## src/rtl/smw_pkg.sv

```systemverilog
// shared constants and types for the static memory write/page timing block
package smw_pkg;
	localparam int SMW_CS_NUM = 4;
	localparam int SMW_CS_W = 2;
	localparam int SMW_ADDR_W = 24;
	localparam int SMW_DATA_W = 16;
	localparam int SMW_CNT_W = 8;
	// page size in address bits (8-word pages)
	localparam int SMW_PAGE_LSB = 3;
	localparam logic [SMW_CNT_W-1:0] SMW_CNT_ZERO = 8'h00;
	localparam logic [SMW_CNT_W-1:0] SMW_CNT_ONE = 8'h01;
	localparam logic [SMW_ADDR_W-1:0] SMW_ADDR_RST = 24'h000000;
	localparam logic [SMW_DATA_W-1:0] SMW_DATA_RST = 16'h0000;
	typedef enum logic [1:0] {
		SMW_IDLE,
		SMW_WRITE,
		SMW_READ
	} smw_state_t;
endpackage

```

## src/rtl/smw_phase.sv

```systemverilog
// one strobe phase generator: low from setup to setup+pulse
`timescale 1ns/1ns
module smw_phase
	import smw_pkg::*;
(
	input wire logic clk,
	input wire logic reset_n,
	input wire logic start,
	input wire logic [SMW_CNT_W-1:0] setup_cycles,
	input wire logic [SMW_CNT_W-1:0] pulse_cycles,
	input wire logic [SMW_CNT_W-1:0] count,
	output logic strobe_n
);
	logic [SMW_CNT_W:0] fall_at;
	logic [SMW_CNT_W:0] rise_at;
	logic next_strobe_n;

	// compare against the shared cycle counter, one edge early
	assign fall_at = {1'b0, setup_cycles};
	assign rise_at = {1'b0, setup_cycles} + {1'b0, pulse_cycles};
	assign next_strobe_n = !(({1'b0, count} >= fall_at) &&
		({1'b0, count} < rise_at));

	// registered output so the pin never glitches
	always_ff @(posedge clk or negedge reset_n) begin
		if (!reset_n) begin
			strobe_n <= 1'b1;
		end else if (start) begin
			strobe_n <= (setup_cycles != SMW_CNT_ZERO) ||
				(pulse_cycles == SMW_CNT_ZERO);
		end else begin
			strobe_n <= next_strobe_n;
		end
	end
endmodule

```

## src/rtl/smw_ctrl.sv

```systemverilog
// static memory controller write waveforms and page-mode read timing
`timescale 1ns/1ns
module smw_ctrl
	import smw_pkg::*;
(
	input wire logic clk,
	input wire logic reset_n,
	input wire logic req_valid,
	input wire logic req_write,
	input wire logic [SMW_CS_W-1:0] req_cs,
	input wire logic [SMW_ADDR_W-1:0] req_addr,
	input wire logic [SMW_DATA_W-1:0] req_wdata,
	input wire logic other_access,
	input wire logic [SMW_CS_NUM-1:0] page_mode,
	input wire logic cfg_write,
	input wire logic [SMW_CS_W-1:0] cfg_cs,
	input wire logic [SMW_CNT_W-1:0] wr_strobe_setup_cycles,
	input wire logic [SMW_CNT_W-1:0] wr_strobe_pulse_cycles,
	input wire logic [SMW_CNT_W-1:0] cs_write_setup_cycles,
	input wire logic [SMW_CNT_W-1:0] cs_write_pulse_cycles,
	input wire logic [SMW_CNT_W-1:0] write_total_cycles,
	input wire logic [SMW_CNT_W-1:0] cs_read_pulse_cycles,
	input wire logic [SMW_CNT_W-1:0] rd_strobe_pulse_cycles,
	input wire logic [SMW_DATA_W-1:0] mem_rdata,
	output logic req_ready,
	output logic done,
	output logic [SMW_DATA_W-1:0] rdata,
	output logic page_hit,
	output logic [SMW_ADDR_W-1:0] mem_addr,
	output logic [SMW_DATA_W-1:0] mem_wdata,
	output logic mem_wdata_oe,
	output logic write_strobe_n,
	output logic read_strobe_n,
	output logic [SMW_CS_NUM-1:0] chip_select_n,
	output logic [SMW_CNT_W-1:0] wr_strobe_hold_cycles,
	output logic [SMW_CNT_W-1:0] cs_write_hold_cycles
);
	// per chip select timing tables
	logic [SMW_CNT_W-1:0] we_setup_tab [SMW_CS_NUM];
	logic [SMW_CNT_W-1:0] we_pulse_tab [SMW_CS_NUM];
	logic [SMW_CNT_W-1:0] cs_setup_tab [SMW_CS_NUM];
	logic [SMW_CNT_W-1:0] cs_pulse_tab [SMW_CS_NUM];
	logic [SMW_CNT_W-1:0] total_tab [SMW_CS_NUM];
	// page read times; the other read timings have no effect
	logic [SMW_CNT_W-1:0] tpa_tab [SMW_CS_NUM];
	logic [SMW_CNT_W-1:0] tsa_tab [SMW_CS_NUM];

	smw_state_t state;
	logic [SMW_CS_W-1:0] cur_cs;
	logic [SMW_CNT_W-1:0] count;
	logic [SMW_CNT_W-1:0] end_count;
	logic page_valid;
	logic [SMW_CS_W-1:0] last_cs;
	logic [SMW_ADDR_W-SMW_PAGE_LSB-1:0] last_page;

	// request decode and sequencing
	logic start;
	logic start_wr;
	logic start_rd;
	logic hit;
	logic last_cycle;
	logic [SMW_CNT_W-1:0] rd_len;
	logic [SMW_CNT_W-1:0] wr_len;
	logic [SMW_CS_NUM-1:0] cs_onehot;
	// phase generator controls, shared by strobe and selects
	logic [SMW_CS_W-1:0] sel_cs;
	logic wr_mode;
	logic run;
	logic wr_run;
	logic [SMW_CNT_W-1:0] next_count;
	logic [SMW_CNT_W-1:0] we_setup_sel;
	logic [SMW_CNT_W-1:0] we_pulse_sel;
	logic [SMW_CNT_W-1:0] cs_setup_sel;
	logic [SMW_CNT_W-1:0] cs_pulse_sel;
	// per chip pulse, zero for chips not addressed
	logic [SMW_CNT_W-1:0] cs_pulse_chip [SMW_CS_NUM];

	// hold = total - setup - pulse, truncated to counter width
	function automatic logic [SMW_CNT_W-1:0] hold_of(
		input logic [SMW_CNT_W-1:0] total,
		input logic [SMW_CNT_W-1:0] setup,
		input logic [SMW_CNT_W-1:0] pulse
	);
		hold_of = total - setup - pulse;
	endfunction

	// a zero length cycle still occupies one clock
	function automatic logic [SMW_CNT_W-1:0] len_of(
		input logic [SMW_CNT_W-1:0] cycles
	);
		len_of = (cycles == SMW_CNT_ZERO) ? SMW_CNT_ONE : cycles;
	endfunction

	// request decode
	assign start = (state == SMW_IDLE) && req_valid;
	assign start_wr = start && req_write;
	assign start_rd = start && !req_write;
	assign hit = page_valid && (last_cs == req_cs) &&
		(last_page == req_addr[SMW_ADDR_W-1:SMW_PAGE_LSB]);
	assign rd_len = len_of(hit ? tsa_tab[req_cs] : tpa_tab[req_cs]);
	assign wr_len = len_of(total_tab[req_cs]);
	assign last_cycle = (state != SMW_IDLE) &&
		(count == end_count - SMW_CNT_ONE);
	// the access being started wins over the one in flight
	assign sel_cs = start ? req_cs : cur_cs;
	assign wr_mode = start ? req_write : (state == SMW_WRITE);
	// run covers the taking edge up to, not including, the closing edge
	assign run = start || ((state != SMW_IDLE) && !last_cycle);
	assign wr_run = run && wr_mode;
	// cycle index that the phase generators see after the edge
	assign next_count = (state != SMW_IDLE) ? count + SMW_CNT_ONE :
		SMW_CNT_ZERO;
	// one-hot select of the addressed chip
	assign cs_onehot = SMW_CS_NUM'(1) << sel_cs;

	always_ff @(posedge clk or negedge reset_n) begin
		if (!reset_n) begin
			for (int i = 0; i < SMW_CS_NUM; i++) begin
				we_setup_tab[i] <= SMW_CNT_ZERO;
				we_pulse_tab[i] <= SMW_CNT_ZERO;
				cs_setup_tab[i] <= SMW_CNT_ZERO;
				cs_pulse_tab[i] <= SMW_CNT_ZERO;
				total_tab[i] <= SMW_CNT_ZERO;
				tpa_tab[i] <= SMW_CNT_ZERO;
				tsa_tab[i] <= SMW_CNT_ZERO;
			end
		end else if (cfg_write) begin
			we_setup_tab[cfg_cs] <= wr_strobe_setup_cycles;
			we_pulse_tab[cfg_cs] <= wr_strobe_pulse_cycles;
			cs_setup_tab[cfg_cs] <= cs_write_setup_cycles;
			cs_pulse_tab[cfg_cs] <= cs_write_pulse_cycles;
			total_tab[cfg_cs] <= write_total_cycles;
			tpa_tab[cfg_cs] <= cs_read_pulse_cycles;
			tsa_tab[cfg_cs] <= rd_strobe_pulse_cycles;
		end
	end

	// wraps when setup plus pulse exceed the programmed total
	// derived hold intervals for the chip being configured
	always_ff @(posedge clk or negedge reset_n) begin
		if (!reset_n) begin
			wr_strobe_hold_cycles <= SMW_CNT_ZERO;
			cs_write_hold_cycles <= SMW_CNT_ZERO;
		end else begin
			wr_strobe_hold_cycles <= hold_of(total_tab[cfg_cs],
				we_setup_tab[cfg_cs], we_pulse_tab[cfg_cs]);
			cs_write_hold_cycles <= hold_of(total_tab[cfg_cs],
				cs_setup_tab[cfg_cs], cs_pulse_tab[cfg_cs]);
		end
	end

	// sequencer and shared cycle counter
	always_ff @(posedge clk or negedge reset_n) begin
		if (!reset_n) begin
			state <= SMW_IDLE;
			count <= SMW_CNT_ZERO;
			end_count <= SMW_CNT_ONE;
			cur_cs <= '0;
		end else begin
			case (state)
				SMW_IDLE: begin
					count <= SMW_CNT_ZERO;
					if (start_wr) begin
						state <= SMW_WRITE;
						end_count <= wr_len;
						cur_cs <= req_cs;
					end else if (start_rd) begin
						state <= SMW_READ;
						end_count <= rd_len;
						cur_cs <= req_cs;
					end
				end
				default: begin
					// one total length for both waves
					if (last_cycle) begin
						state <= SMW_IDLE;
					end
					count <= count + SMW_CNT_ONE;
				end
			endcase
		end
	end

	// address and data stay until cycle end
	always_ff @(posedge clk or negedge reset_n) begin
		if (!reset_n) begin
			mem_addr <= SMW_ADDR_RST;
			mem_wdata <= SMW_DATA_RST;
			mem_wdata_oe <= 1'b0;
		end else if (start) begin
			mem_addr <= req_addr;
			mem_wdata <= req_wdata;
			mem_wdata_oe <= req_write;
		// data bus released as the write cycle closes
		end else if (last_cycle) begin
			mem_wdata_oe <= 1'b0;
		end
	end

	// zero pulse outside a run parks every phase output high
	assign we_setup_sel = we_setup_tab[sel_cs];
	assign we_pulse_sel = wr_run ? we_pulse_tab[sel_cs] : SMW_CNT_ZERO;
	// reads hold the select low over the whole access
	assign cs_setup_sel = wr_mode ? cs_setup_tab[sel_cs] : SMW_CNT_ZERO;
	assign cs_pulse_sel = wr_mode ? cs_pulse_tab[sel_cs] :
		(start ? rd_len : end_count);

	// write strobe timed from setup and pulse
	smw_phase u_we (
		.clk(clk),
		.reset_n(reset_n),
		.start(start_wr),
		.setup_cycles(we_setup_sel),
		.pulse_cycles(we_pulse_sel),
		.count(next_count),
		.strobe_n(write_strobe_n)
	);

	// one select generator per chip, others parked high
	for (genvar j = 0; j < SMW_CS_NUM; j++) begin : g_cs
		assign cs_pulse_chip[j] = (cs_onehot[j] && run) ? cs_pulse_sel :
			SMW_CNT_ZERO;
		smw_phase u_cs (
			.clk(clk),
			.reset_n(reset_n),
			.start(start),
			.setup_cycles(cs_setup_sel),
			.pulse_cycles(cs_pulse_chip[j]),
			.count(next_count),
			.strobe_n(chip_select_n[j])
		);
	end

	// read strobe low from the taking edge to the closing edge
	always_ff @(posedge clk or negedge reset_n) begin
		if (!reset_n) begin
			read_strobe_n <= 1'b1;
		end else begin
			read_strobe_n <= !(run && !wr_mode);
		end
	end

	// page tracker: last chip select and page address
	always_ff @(posedge clk or negedge reset_n) begin
		if (!reset_n) begin
			page_valid <= 1'b0;
			last_cs <= '0;
			last_page <= '0;
		end else if (other_access || start_wr) begin
			page_valid <= 1'b0;
		// remember chip and page of this read
		end else if (start_rd) begin
			page_valid <= page_mode[req_cs];
			last_cs <= req_cs;
			last_page <= req_addr[SMW_ADDR_W-1:SMW_PAGE_LSB];
		end
	end

	// answer side
	always_ff @(posedge clk or negedge reset_n) begin
		if (!reset_n) begin
			req_ready <= 1'b0;
			done <= 1'b0;
			rdata <= SMW_DATA_RST;
			page_hit <= 1'b0;
		end else begin
			req_ready <= (state == SMW_IDLE) && !req_valid;
			done <= last_cycle;
			// sampled while the read strobe is still low
			if (last_cycle && state == SMW_READ) begin
				rdata <= mem_rdata;
			end
			if (start_rd) begin
				page_hit <= hit;
			end
		end
	end
endmodule

```

## config.mk

```make
export PLATFORM = sky130hd
export DESIGN_NAME = smw_ctrl
export DESIGN_NICKNAME = d
export VERILOG_FILES = /design/src/rtl/smw_pkg.sv /design/src/rtl/smw_phase.sv /design/src/rtl/smw_ctrl.sv
export SDC_FILE = /design/constraint.sdc
export NUM_CORES = 1
export LEC_CHECK = 0
export ABC_AREA = 1
export BUFFER_PORTS_ARGS = -buffer_cell sky130_fd_sc_hd__buf_2
export CORE_MARGIN = 2
export CORE_UTILIZATION = 25
export DETAILED_ROUTE_END_ITERATION = 12
export GPL_ROUTABILITY_DRIVEN = 1
export PLACE_DENSITY = 0.44
export SLEW_MARGIN = 20
export SYNTH_ARGS = -nofsm -noshare
export SYNTH_HDL_FRONTEND = slang
export SYNTH_SLANG_ARGS = --single-unit
export TNS_END_PERCENT = 100
```

## constraint.sdc

```tcl
create_clock -name clk -period 6 [get_ports clk]
set_clock_uncertainty 0.05 [all_clocks]
set_input_delay 0.3 -clock clk [delete_from_list [all_inputs] [get_ports clk]]
set_output_delay 0.3 -clock clk [all_outputs]
set_load 0.005 [all_outputs]
```

==> results of run 1 <==
sequential cells by signal, indices dropped and copies added (netlist names), 2 cells and up:
register               flops
cs_pulse_tab              32
cs_setup_tab              32
total_tab                 32
tpa_tab                   32
tsa_tab                   32
we_pulse_tab              32
we_setup_tab              32
mem_addr                  24
last_page                 21
mem_wdata                 16
rdata                     16
count                      8
cs_write_hold_cycles       8
end_count                  8
wr_strobe_hold_cycles      8
g_cs.u_cs.strobe_n         4
cur_cs                     2
last_cs                    2
state                      2
layout make-up:
class,count,area [um^2]
Clock buffer,66,1328
Clock inverter,19,320.3
Fill cell,8363,53980
Inverter,303,1137
Multi-Input combinational cell,1692,9602
Sequential cell,350,8767
Tap cell,1050,1314
Timing Repair Buffer,353,2422
layer usage:
| layer | part of all wire, % | track usage (%) |
|---|---|---|
| met2 | 46 | 27.00 |
| met4 | 2.8 | 4.974 |
| met5 | 0 | 0 |
| met1 | 46 | 22.66 |
| met3 | 4.8 | 2.440 |
Yosys cell counts (2+ instances only):
master	n
nand3_1	86
buf_6	2
buf_2	9
inv_1	296
nand3b_1	6
a221oi_1	26
nor2_4	2
inv_2	4
nand2_2	5
buf_4	4
dfrtp_1	343
a22oi_1	40
a22o_1	9
buf_1	6
nand4_1	20
xnor2_1	23
dfstp_2	7
or2_2	3
xor2_1	32
nand2_1	658
o22ai_1	26
a21o_1	2
fa_1	19
nor2_1	103
ha_1	107
a31oi_1	3
o21ai_0	317
o221ai_1	34
o21ai_1	3
o21a_1	3
clkinv_1	3
clkbuf_1	88
a32o_1	14
mux2_2	16
a32oi_1	3
or2_1	2
nor3_1	4
a21boi_0	4
a21oi_1	94
o21bai_1	7
nor2_2	2
o31ai_1	5
o211ai_1	2
o211a_1	2
how the worst max path moves through the flow:
stage                 start                     to  slack (ns)  cells after the start
4_1_cts            state[1]  g_cs[2].u_cs.strobe_n        1.13                     24
3_5_place_dp      req_cs[0]  g_cs[2].u_cs.strobe_n        0.96                     32
2_1_floorplan  end_count[0]          u_we.strobe_n        1.96                     25
3_3_place_gp      req_cs[0]  g_cs[2].u_cs.strobe_n        1.01                     32
5_1_grt        last_page[0]  g_cs[1].u_cs.strobe_n        0.60                     29
6_report           state[1]  g_cs[2].u_cs.strobe_n        1.10                     24
stage by stage:
step	util, %	total power, mW	hold WS, ns	area [um^2]	instances
after floorplan	-	6.671	-0.04559	19920	2454
after global placement	28.17	8.412	0.3896	22220	3647
after detailed placement	28.17	8.497	0.4066	22220	3647
after CTS	31.51	11.66	0.0001669	24860	3831
after global routing	31.56	12.50	0.01981	24890	3833
final	31.56	11.55	0.01925	24890	3833
what timing repair did:
action                                 CTS  global route
resized for setup                        0             0
endpoints found under the hold margin  335             0
hold buffers                            99             0
logic make-up (layout without fill, tap and decap cells):
| logic type | count (synthesis) | in the layout |
|---|---|---|
| adders and majority gates | 126 | 126 |
| muxes | 16 | 16 |
| AOI/OAI and AO/OA | 598 | 598 |
| DFF | 350 | 350 |
| buffers and inverters | 412 | 741 |
| and+or+nand+nor | 897 | 897 |
| xor gates and xnor gates | 55 | 55 |
tightest hold or removal path, cell delays in order:
cell	delay [ns]
buf_2	0.12
inv_1	0.10
o21ai_0	0.09
where the power goes:
| group | switching, mW | internal (mW) | total (mW) |
|---|---|---|---|
| registers | 0.414 | 3.03 | 3.45 |
| clock network | 1.13 | 1.89 | 3.02 |
| logic | 3.10 | 1.99 | 5.08 |
==> impl_metrics.csv, run 1 <==
group,metric,value,unit
critical_path,r2r_setup_slack,1.10,ns
detailed_routing,drtIter0Drc,1176,
global_routing,grtUsageTotal,16.56,%
critical_path,crit_path_frequent_cell,"nand2_1",
critical_path,path_class,"flop to flop",
detailed_routing,wirelength,68120,um
power_and_ir_drop,p_per_area,463.9,nW/um^2
power_and_ir_drop,power_leakage,12.53,nW
sta,setup_viol,0,
logic_synthesis,syn_area,19920,um^2
clocking,clk_latency,0.60,ns
floorplanning,row_count,103,
logic_synthesis,synth.distinct_cells,54,
sta,min_period,4.901,ns
hold_path,worstHoldStart,"write_total_cycles[1]",
floorplanning,dieWidth,286.3,um
clocking,post-cts-setup-buffers,0,
detailed_routing,firstDrtPassIters,5,
outcome,status,"completed",
floorplanning,die_area,81940,um^2
critical_path,critPathMaxStageDelay,0.43,ns
place,portBuffers,207,
critical_path,worstPathCellList,"nor2_4 > nand2_2 > o21ai_1 > nand2_2 > buf_4 > inv_1 > nand2_1 > nand4_1 > nand2_1 > nand3_1 > inv_1 > fa_1 > nand3_1 > nand2_1 > xor2_1 > ha_1 > nand4_1 > o221ai_1 > nand3_1 > nand2_1 > a21oi_1 > o31ai_1 > nor2_1 > a21oi_1",
sta,tns,0,ns
critical_path,cp_top_family,"simple AND/OR/NAND/NOR gates",
global_routing,overflow,0,
clocking,cts_buffer_depth,3,
hold_path,worstHoldPathCells,3,
critical_path,worstPathArrival,5.35,ns
critical_path,path_buf_inv,3,
global_routing,grt_max_degree,119,
logic_synthesis,synth_edf_count,0,
sta,rsz0062_at_grt,"false",
clocking,root_buffer,"clkbuf_16",
critical_path,r2r_end,"g_cs[2].u_cs.strobe_n",
power_and_ir_drop,irDropWorstVdd,0.2408,mV
logic_synthesis,synth-main-ff-cell,"dfrtp_1",
logic_synthesis,synth-seq-cells,350,
detailed_routing,drtAntennaViolNets,0,
floorplanning,ioPinCount,208,
place,pre_cts_ws,0.9643,ns
logic_synthesis,syn-mean-instance-area,8.116,um^2
sta,hold_violations,0,
logic_synthesis,synth_simple_gate_area_share,18.16,%
final_layout,drive_gt1_share,13.51,%
logic_synthesis,synthArstFlopShare,100.0,%
sta,fin_crit_sh,81.68,%
critical_path,start_kind,"flop",
logic_synthesis,syn_nets,2706,
sta,worst_pin_slew,0.9956,ns
floorplanning,initial_core_util,25.25,%
sta,fin_ws,1.099,ns
clocking,tritoncts,"done",
logic_synthesis,synth.area.top_cells,"dfrtp_1 (43%), nand2_1 (12%), o21ai_0 (8.0%)",
floorplanning,chipHeight,286.3,um
logic_synthesis,ys_warn_count,0,
final_layout,final_common_cell,"nand2_1",
job,max_cap_viol_count,0,
logic_synthesis,synth_compound_area_share,17.89,%
critical_path,cp_max_fo,13,
logic_synthesis,synth_top_family_by_area,"simple AND/OR/NAND/NOR gates",
logic_synthesis,synth_mux_area_share,0.9046,%
hold_path,min_path_type,"input port to flop",
logic_synthesis,synth_fa_ha_area_share,8.632,%
global_routing,grt_antenna_before_repair,1,
place,hpwlAfterDp,48430,um
final_layout,final_cell_mix,"nand2_1 (654), dfrtp_1 (343), o21ai_0 (317), inv_1 (296), buf_2 (206)",
final_layout,area_delta_synth_final,24.97,%
hold_path,min_to,"total_tab[17]",
logic_synthesis,yosysSeqAreaShare,44.02,%
place,gp_congestion,0.8821,
logic_synthesis,yosysTopAreaCellShare,43.10,%
final_layout,nNetsFinal,2998,
clocking,path_clk_slew,0.06,ns
clocking,cts_sinks,350,
logic_synthesis,syn_inst,2454,
logic_synthesis,synth-xor-area-share,2.419,%
detailed_routing,wl_per_cell,17.77,um
critical_path,reg2reg_from,"state[1]",
critical_path,cpMaxStageDelayCell,"dfrtp_1",
global_routing,grt_pass1_vias,17610,
clocking,cts_made_buffers,46,
sta,fmax,204.0,MHz
floorplanning,core_area,78870,um^2
detailed_routing,drc_errors,0,
clocking,ctsHtreeMaxLevel,2,
critical_path,crit_path_end_kind,"flop",
global_routing,grt_pass1_wl,105500,um
detailed_routing,dr_total_vias,17970,
critical_path,cp_data_required_time,6.44,ns
final_layout,antenna_cells,0,
critical_path,rr_worst_depth,24,
sta,drv_slew,0,
sta,maxSlewHeadroom,33.63,%
logic_synthesis,synth_top_area_cell,"dfrtp_1",
detailed_routing,viasPerCell,4.687,
Note: power is estimated with default switching activity, not from simulation.
==> inputs of run 2 (changes only) <==
--- a/config.mk
+++ b/config.mk
@@ -5,7 +5,7 @@
 export SDC_FILE = /design/constraint.sdc
 export NUM_CORES = 1
 export LEC_CHECK = 0
-export ABC_AREA = 1
+export ABC_AREA = 0
 export BUFFER_PORTS_ARGS = -buffer_cell sky130_fd_sc_hd__buf_2
 export CORE_MARGIN = 2
 export CORE_UTILIZATION = 25
==> constraint.sdc (replaced) <==
create_clock -name clk -period 4.99 [get_ports clk]
set_clock_uncertainty 0.05 [all_clocks]
set_input_delay 0.2495 -clock clk [delete_from_list [all_inputs] [get_ports clk]]
set_output_delay 0.2495 -clock clk [all_outputs]
set_load 0.005 [all_outputs]
==> run 2 against run 1 <==
Compared with the run above:
- final cell count down 18%
- sequential power up 23%
- combinational power up 33%
- sequential share of layout area down 1.4 points
- setup slack worse by 0.99 ns
- register-to-register slack worse by 0.99 ns
- sequential cell count unchanged
- clock power up 7.3%
- area after synthesis up 0.25%
- critical path depth down 2
- first-iteration DRC count down 33%
- clock-buffer cell count down 3
- largest cell class unchanged
==> impl_metrics.csv, run 2 <==
group,metric,value,unit
job,max_cap_viol_count,0,
sta,maxSlewHeadroom,28.82,%
detailed_routing,drtAntennaViolNets,0,
clocking,cts_sinks,350,
logic_synthesis,synth_most_common_cell,"dfrtp_1",
floorplanning,ioPinCount,208,
global_routing,grtUsageTotal,15.02,%
critical_path,crit_path_end_kind,"flop",
logic_synthesis,synth_commonest_cells,"dfrtp_1 (343), mux2_2 (267), nand2_1 (172), ha_1 (107), mux4_2 (88)",
critical_path,start_kind,"flop",
logic_synthesis,yosysTopAreaCellShare,42.99,%
floorplanning,row_count,103,
critical_path,r2r_setup_slack,0.11,ns
critical_path,worstPathArrival,5.32,ns
logic_synthesis,yosysSeqAreaShare,43.91,%
logic_synthesis,syn_nets,1887,
logic_synthesis,ys_warn_count,0,
logic_synthesis,synth.distinct_cells,66,
logic_synthesis,synthArstFlopShare,100.0,%
global_routing,overflow,0,
sta,worst_pin_slew,1.064,ns
detailed_routing,viasPerCell,4.618,
logic_synthesis,syn_inst,1635,
clocking,tritoncts,"done",
final_layout,nNetsFinal,2298,
critical_path,crit_start,"tsa_tab[22]",
logic_synthesis,synth-main-ff-cell,"dfrtp_1",
place,portBuffers,207,
logic_synthesis,synth.area.top_cells,"dfrtp_1 (43%), mux2_2 (15%), mux4_2 (9.9%)",
global_routing,grt_pass1_vias,15350,
critical_path,cp_max_fo,4,
detailed_routing,firstDrtPassIters,7,
final_layout,drive_gt1_share,40.59,%
critical_path,r2r_end,"g_cs[1].u_cs.strobe_n",
critical_path,crit_path_end,"g_cs[1].u_cs.strobe_n",
sta,drv_slew,0,
detailed_routing,dr_total_vias,14440,
final_layout,area_delta_synth_final,29.67,%
final_layout,final_common_cell,"dfrtp_1",
critical_path,reg2reg_from,"tsa_tab[22]",
power_and_ir_drop,p_total,14.25,mW
place,hpwlAfterDp,44300,um
critical_path,path_class,"flop to flop",
global_routing,grt_antenna_before_repair,4,
detailed_routing,wl_per_cell,19.76,um
final_layout,antenna_cells,0,
critical_path,cp_data_required_time,5.43,ns
logic_synthesis,synth_top_area_cell,"dfrtp_1",
outcome,status,"completed",
critical_path,rr_worst_depth,22,
place,dp_cells,2927,
floorplanning,die_area,82140,um^2
power_and_ir_drop,p_per_area,550.4,nW/um^2
detailed_routing,drtIter0Drc,785,
logic_synthesis,syn-mean-instance-area,12.21,um^2
clocking,cts_made_buffers,44,
clocking,path_clk_slew,0.06,ns
floorplanning,core_area,79000,um^2
clocking,root_buffer,"clkbuf_16",
sta,fin_crit_sh,97.80,%
clocking,cts_buffer_depth,3,
power_and_ir_drop,irDropWorstVdd,0.2599,mV
logic_synthesis,synth-seq-cells,350,
final_layout,final_cell_mix,"dfrtp_1 (343), mux2_2 (267), buf_2 (205), nand2_1 (172), dlygate4sd3_1 (115)",
logic_synthesis,synth_edf_count,0,
clocking,clk_latency,0.58,ns
sta,fmax,204.9,MHz
power_and_ir_drop,power_leakage,11.66,nW
sta,hold_violations,0,
floorplanning,chipHeight,286.6,um
global_routing,grt_pass1_wl,94410,um
clocking,ctsHtreeMaxLevel,2,
detailed_routing,wirelength,61790,um
floorplanning,initial_core_util,25.27,%
sta,rsz0062_at_grt,"true",
place,gp_congestion,0.8163,
sta,min_period,4.880,ns
logic_synthesis,syn_area,19970,um^2
final_layout,stdcell_count,3127,
detailed_routing,drc_errors,0,
hold_path,min_path_type,"input port to flop",
global_routing,grt_max_degree,150,
sta,setup_viol,0,
floorplanning,dieWidth,286.6,um
-- run 2: cell types whose count changed after synthesis, sizes merged, moves of 37 or more --
cell    change
mux4       +89
nand3      -69
clkbuf     -41
nand2     -491
nor2       -37
inv       -222
a22oi      -39
a21oi      -38
mux2      +251
o21ai     -286
-- run 2: how the worst min path moves through the flow --
stage	startpoint	endpoint	slack [ns]	cells past startpoint
2_1_floorplan	reset_n	count[0]	-0.1	0
3_3_place_gp	reset_n	tsa_tab[27]	0.29	1
3_5_place_dp	reset_n	tsa_tab[19]	0.30	1
4_1_cts	req_write	state[1]	0.07	4
5_1_grt	page_mode[3]	page_valid	0.12	4
6_report	req_write	state[1]	0.11	4
-- run 2: cell families (layout without fill, tap and decap cells) --
kind of cell	after synthesis	count (layout)	synth area share [%]
adder cells (fa/ha/maj)	126	126	8.610
multiplexers	377	377	26.23
XOR/XNOR	87	87	3.816
flip-flops	350	350	43.91
AO/OA/AOI/OAI	183	183	5.847
buffers and inverters	153	595	3.177
AND/OR/NAND/NOR	359	359	8.410
-- run 2: power breakdown --
group	switching, mW	internal, mW	total (mW)	leakage [nW]
Clock	1.30	1.93	3.24	0.734
Combinational	3.53	3.25	6.78	6.73
Sequential	0.531	3.70	4.23	4.19
-- run 2: area by class of cell --
cell class                 instances  area, um^2
clock inverter                    14       160.2
clock buffer                      63        1314
fill                            7880       53110
inverter                          78       292.8
multi-input combinational       1132       10900
tap                             1050        1314
timing repair buffer             440        3143
sequential                       350        8767
-- run 2: per-stage QoR --
stage | util (%) | hold WS, ns | setup TNS (ns) | cell area (um^2) | setup WS, ns
3_5_place_dp | 28.99 | 0.2974 | -0.8795 | 22900 | -0.2513
6_report | 32.77 | 0.1066 | 0 | 25890 | 0.1100
3_3_place_gp | 28.99 | 0.2940 | -0.1198 | 22900 | -0.06935
2_1_floorplan | - | -0.09609 | 0 | 19970 | 0.1303
5_1_grt | 32.77 | 0.1246 | -0.3246 | 25890 | -0.07836
4_1_cts | 32.33 | 0.07218 | 0 | 25540 | 0.01900
-- run 2: metal layers --
metal / GRT usage (%) / wire length [um] / vias up
met5: 0 / 43 / -
met4: 3.534 / 1261 / 8
met3: 2.289 / 2069 / 90
met2: 25.91 / 30740 / 219
met1: 19.72 / 27680 / 7395
li1: - / - / 6730
-- run 2: what timing repair did --
| item | in CTS | in global routing |
|---|---|---|
| resized for setup | 3 | 77 |
| hold buffers | 115 | 0 |
| endpoints found under the setup margin | 4 | 5 |
| gates cloned | 0 | 1 |
| hold endpoints to repair | 397 | 0 |
| pin swaps | 1 | 40 |
| buffers inserted | 0 | 6 |
-- run 2: critical path, stage by stage (launching register included) --
cell and delay, ns:
dfrtp_1 0.38, mux4_2 0.49, or4_4 0.55, nor3_4 0.23, and3_1 0.18, o211ai_1 0.13, a311o_1 0.46, and2_4 0.21
nor2_2 0.08, ha_2 0.19, a21o_1 0.13, a21oi_2 0.06, o21bai_1 0.19, a21oi_2 0.08, o21bai_1 0.15, a21oi_1 0.10
xor2_1 0.17, ha_2 0.21, nor4_4 0.28, a211oi_2 0.07, a31o_2 0.24, o21ai_1 0.07, o21ai_1 0.09
==> inputs of run 3 (changes only) <==
--- a/config.mk
+++ b/config.mk
@@ -9,6 +9,7 @@
 export BUFFER_PORTS_ARGS = -buffer_cell sky130_fd_sc_hd__buf_2
 export CORE_MARGIN = 2
 export CORE_UTILIZATION = 25
+export CTS_BUF_LIST = sky130_fd_sc_hd__clkbuf_8
 export DETAILED_ROUTE_END_ITERATION = 12
 export GPL_ROUTABILITY_DRIVEN = 1
 export PLACE_DENSITY = 0.44
==> run 3 against run 2 <==
Compared with the run above:
- routed wire length up 0.61%
- setup slack worse by 0.021 ns
- sequential share of layout area up 0.11 points
- maximum frequency down 0.43%
- highest routed layer unchanged
==> impl_metrics.csv, run 3 (synthesis gave the netlist of run 2 again) <==
group,metric,value,unit
clocking,root_buffer,"clkbuf_8",
place,pre_cts_ws,-0.2513,ns
critical_path,cp_max_fo,4,
clocking,cts_sinks,350,
power_and_ir_drop,irDropWorstVdd,0.2267,mV
place,hpwlAfterDp,44300,um
clocking,cts_buffer_depth,3,
floorplanning,die_area,82140,um^2
critical_path,crit_path_end_kind,"flop",
detailed_routing,dr_total_vias,14590,
final_layout,nNetsFinal,2325,
global_routing,grt_antenna_before_repair,6,
floorplanning,initial_core_util,25.27,%
critical_path,cp_data_required_time,5.52,ns
detailed_routing,wl_met1,27310,um
critical_path,cpMaxStageDelayCell,"or4_4",
floorplanning,dieWidth,286.6,um
detailed_routing,drtAntennaViolNets,0,
global_routing,grt_pass1_vias,15580,
global_routing,grtUsageTotal,15.19,%
final_layout,drive_gt1_share,40.90,%
final_layout,final_cell_mix,"dfrtp_1 (343), mux2_2 (267), buf_2 (205), nand2_1 (172), dlygate4sd3_1 (116)",
place,portBuffers,207,
sta,hold_violations,0,
hold_path,worstHoldPathCells,4,
sta,fin_ws,0.08893,ns
detailed_routing,firstDrtPassIters,7,
floorplanning,core_area,79000,um^2
sta,worst_pin_slew,1.087,ns
detailed_routing,wirelength,62160,um
floorplanning,chipHeight,286.6,um
detailed_routing,wl_met2,30830,um
clocking,clk_latency,0.66,ns
sta,min_period,4.901,ns
clocking,tritoncts,"done",
final_layout,area_delta_synth_final,29.25,%
detailed_routing,drtIter0Drc,674,
global_routing,overflow,0,
critical_path,path_class,"flop to flop",
clocking,cts_made_buffers,70,
detailed_routing,viasPerCell,4.598,
final_layout,final_common_cell,"dfrtp_1",
sta,setup_viol,0,
global_routing,grt_max_degree,150,
detailed_routing,wl_per_cell,19.59,um
sta,rsz0062_at_grt,"true",
detailed_routing,drc_errors,0,
sta,maxSlewHeadroom,27.29,%
outcome,status,"completed",
power_and_ir_drop,power_leakage,11.73,nW
sta,drv_slew,0,
sta,fin_crit_sh,98.22,%
sta,fin_worst_hold_slack,0.06465,ns
critical_path,crit_path_frequent_cell,"a21oi_2",
job,max_cap_viol_count,0,
critical_path,worstPathCellList,"mux4_2 > or4_4 > nor3_4 > and3_1 > o211ai_1 > a311o_1 > and2_4 > nor2_2 > ha_2 > a21o_1 > a21oi_2 > o21bai_1 > a21oi_2 > o21bai_1 > a21oi_2 > xor2_1 > ha_2 > o21ai_2 > a221oi_2 > a31o_2 > nand3_2 > o21ai_2",
critical_path,start_kind,"flop",
sta,fmax,204.0,MHz
critical_path,critPathMaxStageDelay,0.55,ns
power_and_ir_drop,p_per_area,540.6,nW/um^2
hold_path,min_path_type,"input port to flop",
global_routing,grt_pass1_wl,94860,um
detailed_routing,route.met3.wl,2507,um
critical_path,worstPathArrival,5.43,ns
final_layout,num-fill-cells,7924,
final_layout,postLayoutCoreUtil,32.67,%
floorplanning,ioPinCount,208,
critical_path,rr_worst_depth,22,
clocking,ctsHtreeMaxLevel,3,
place,gp_congestion,0.8163,
floorplanning,row_count,103,
clocking,path_clk_slew,0.05,ns
detailed_routing,highest_layer,"met5",
power_and_ir_drop,p_total,13.95,mW
[run 3: cell types whose count changed in the layout (fill, tap and decap cells not counted), sizes merged]
| cell | previous run | this run |
|---|---|---|
| inv | 79 | 107 |
| clkbuf | 63 | 83 |
| clkinv | 11 | 6 |
| clkinvlp | 0 | 1 |
| diode | 0 | 1 |
| dlygate4sd3 | 115 | 116 |
[run 3: layout make-up]
type | instances | area (um^2) | share of cell area (%)
timing repair buffer | 441 | 3153 | 12.22
tap | 1050 | 1314 | 5.091
inverter | 78 | 292.8 | 1.134
clock inverter | 38 | 237.7 | 0.9212
antenna | 1 | 2.502 | 0.009696
clock buffer | 83 | 1142 | 4.426
sequential | 350 | 8767 | 33.97
multi-input combinational | 1132 | 10900 | 42.23
[run 3: timing repair]
item                                    4_1_cts  5_1_grt
pin swaps                                     0       43
resized for setup                             2       77
cloned                                        0        1
buffers inserted                              0        6
endpoints found under the hold margin       398        0
hold buffers                                116        0
endpoints found under the setup margin        4        5
[run 3: worst max-delay path: cells and delay by family (launching register included)]
kind,cells,cell delay (ns)
compound gates,12,1.92
simple gates,6,1.32
fa+ha+maj,2,0.51
mux,1,0.50
flops,1,0.37
xor+xnor,1,0.15
[run 3: power breakdown]
part           leakage, nW  switching [mW]  internal, mW
logic                 6.74            3.53          3.25
clock network        0.801            1.33          1.62
registers             4.19           0.530          3.70
[run 3: layer usage]
| layer | up-vias | global-route usage [%] |
|---|---|---|
| met5 | - | 0 |
| met4 | 10 | 4.921 |
| met3 | 105 | 2.631 |
| met2 | 284 | 25.93 |
| met1 | 7405 | 19.45 |
| li1 | 6785 | - |
[run 3: through the flow]
step / cell area [um^2] / TNS, ns / instances
finish: 25810 / 0 / 3173
global route: 25810 / -0.3013 / 3173
CTS: 25450 / 0 / 3164
detailed placement: 22900 / -0.8795 / 2927
global placement: 22900 / -0.1198 / 2927
floorplan: 19970 / 0 / 1635
[run 3: worst paths after layout]
kind                              start                     to  slack (ns)
setup / recovery             tsa_tab[6]  g_cs[0].u_cs.strobe_n        0.09
hold / removal             page_mode[0]             page_valid        0.06
setup reg to reg             tsa_tab[6]  g_cs[0].u_cs.strobe_n        0.09
hold reg to reg            mem_addr[14]           mem_addr[14]        0.42
max in group asynchronous       reset_n       we_setup_tab[25]        3.37
min in group asynchronous       reset_n            tsa_tab[19]        0.17
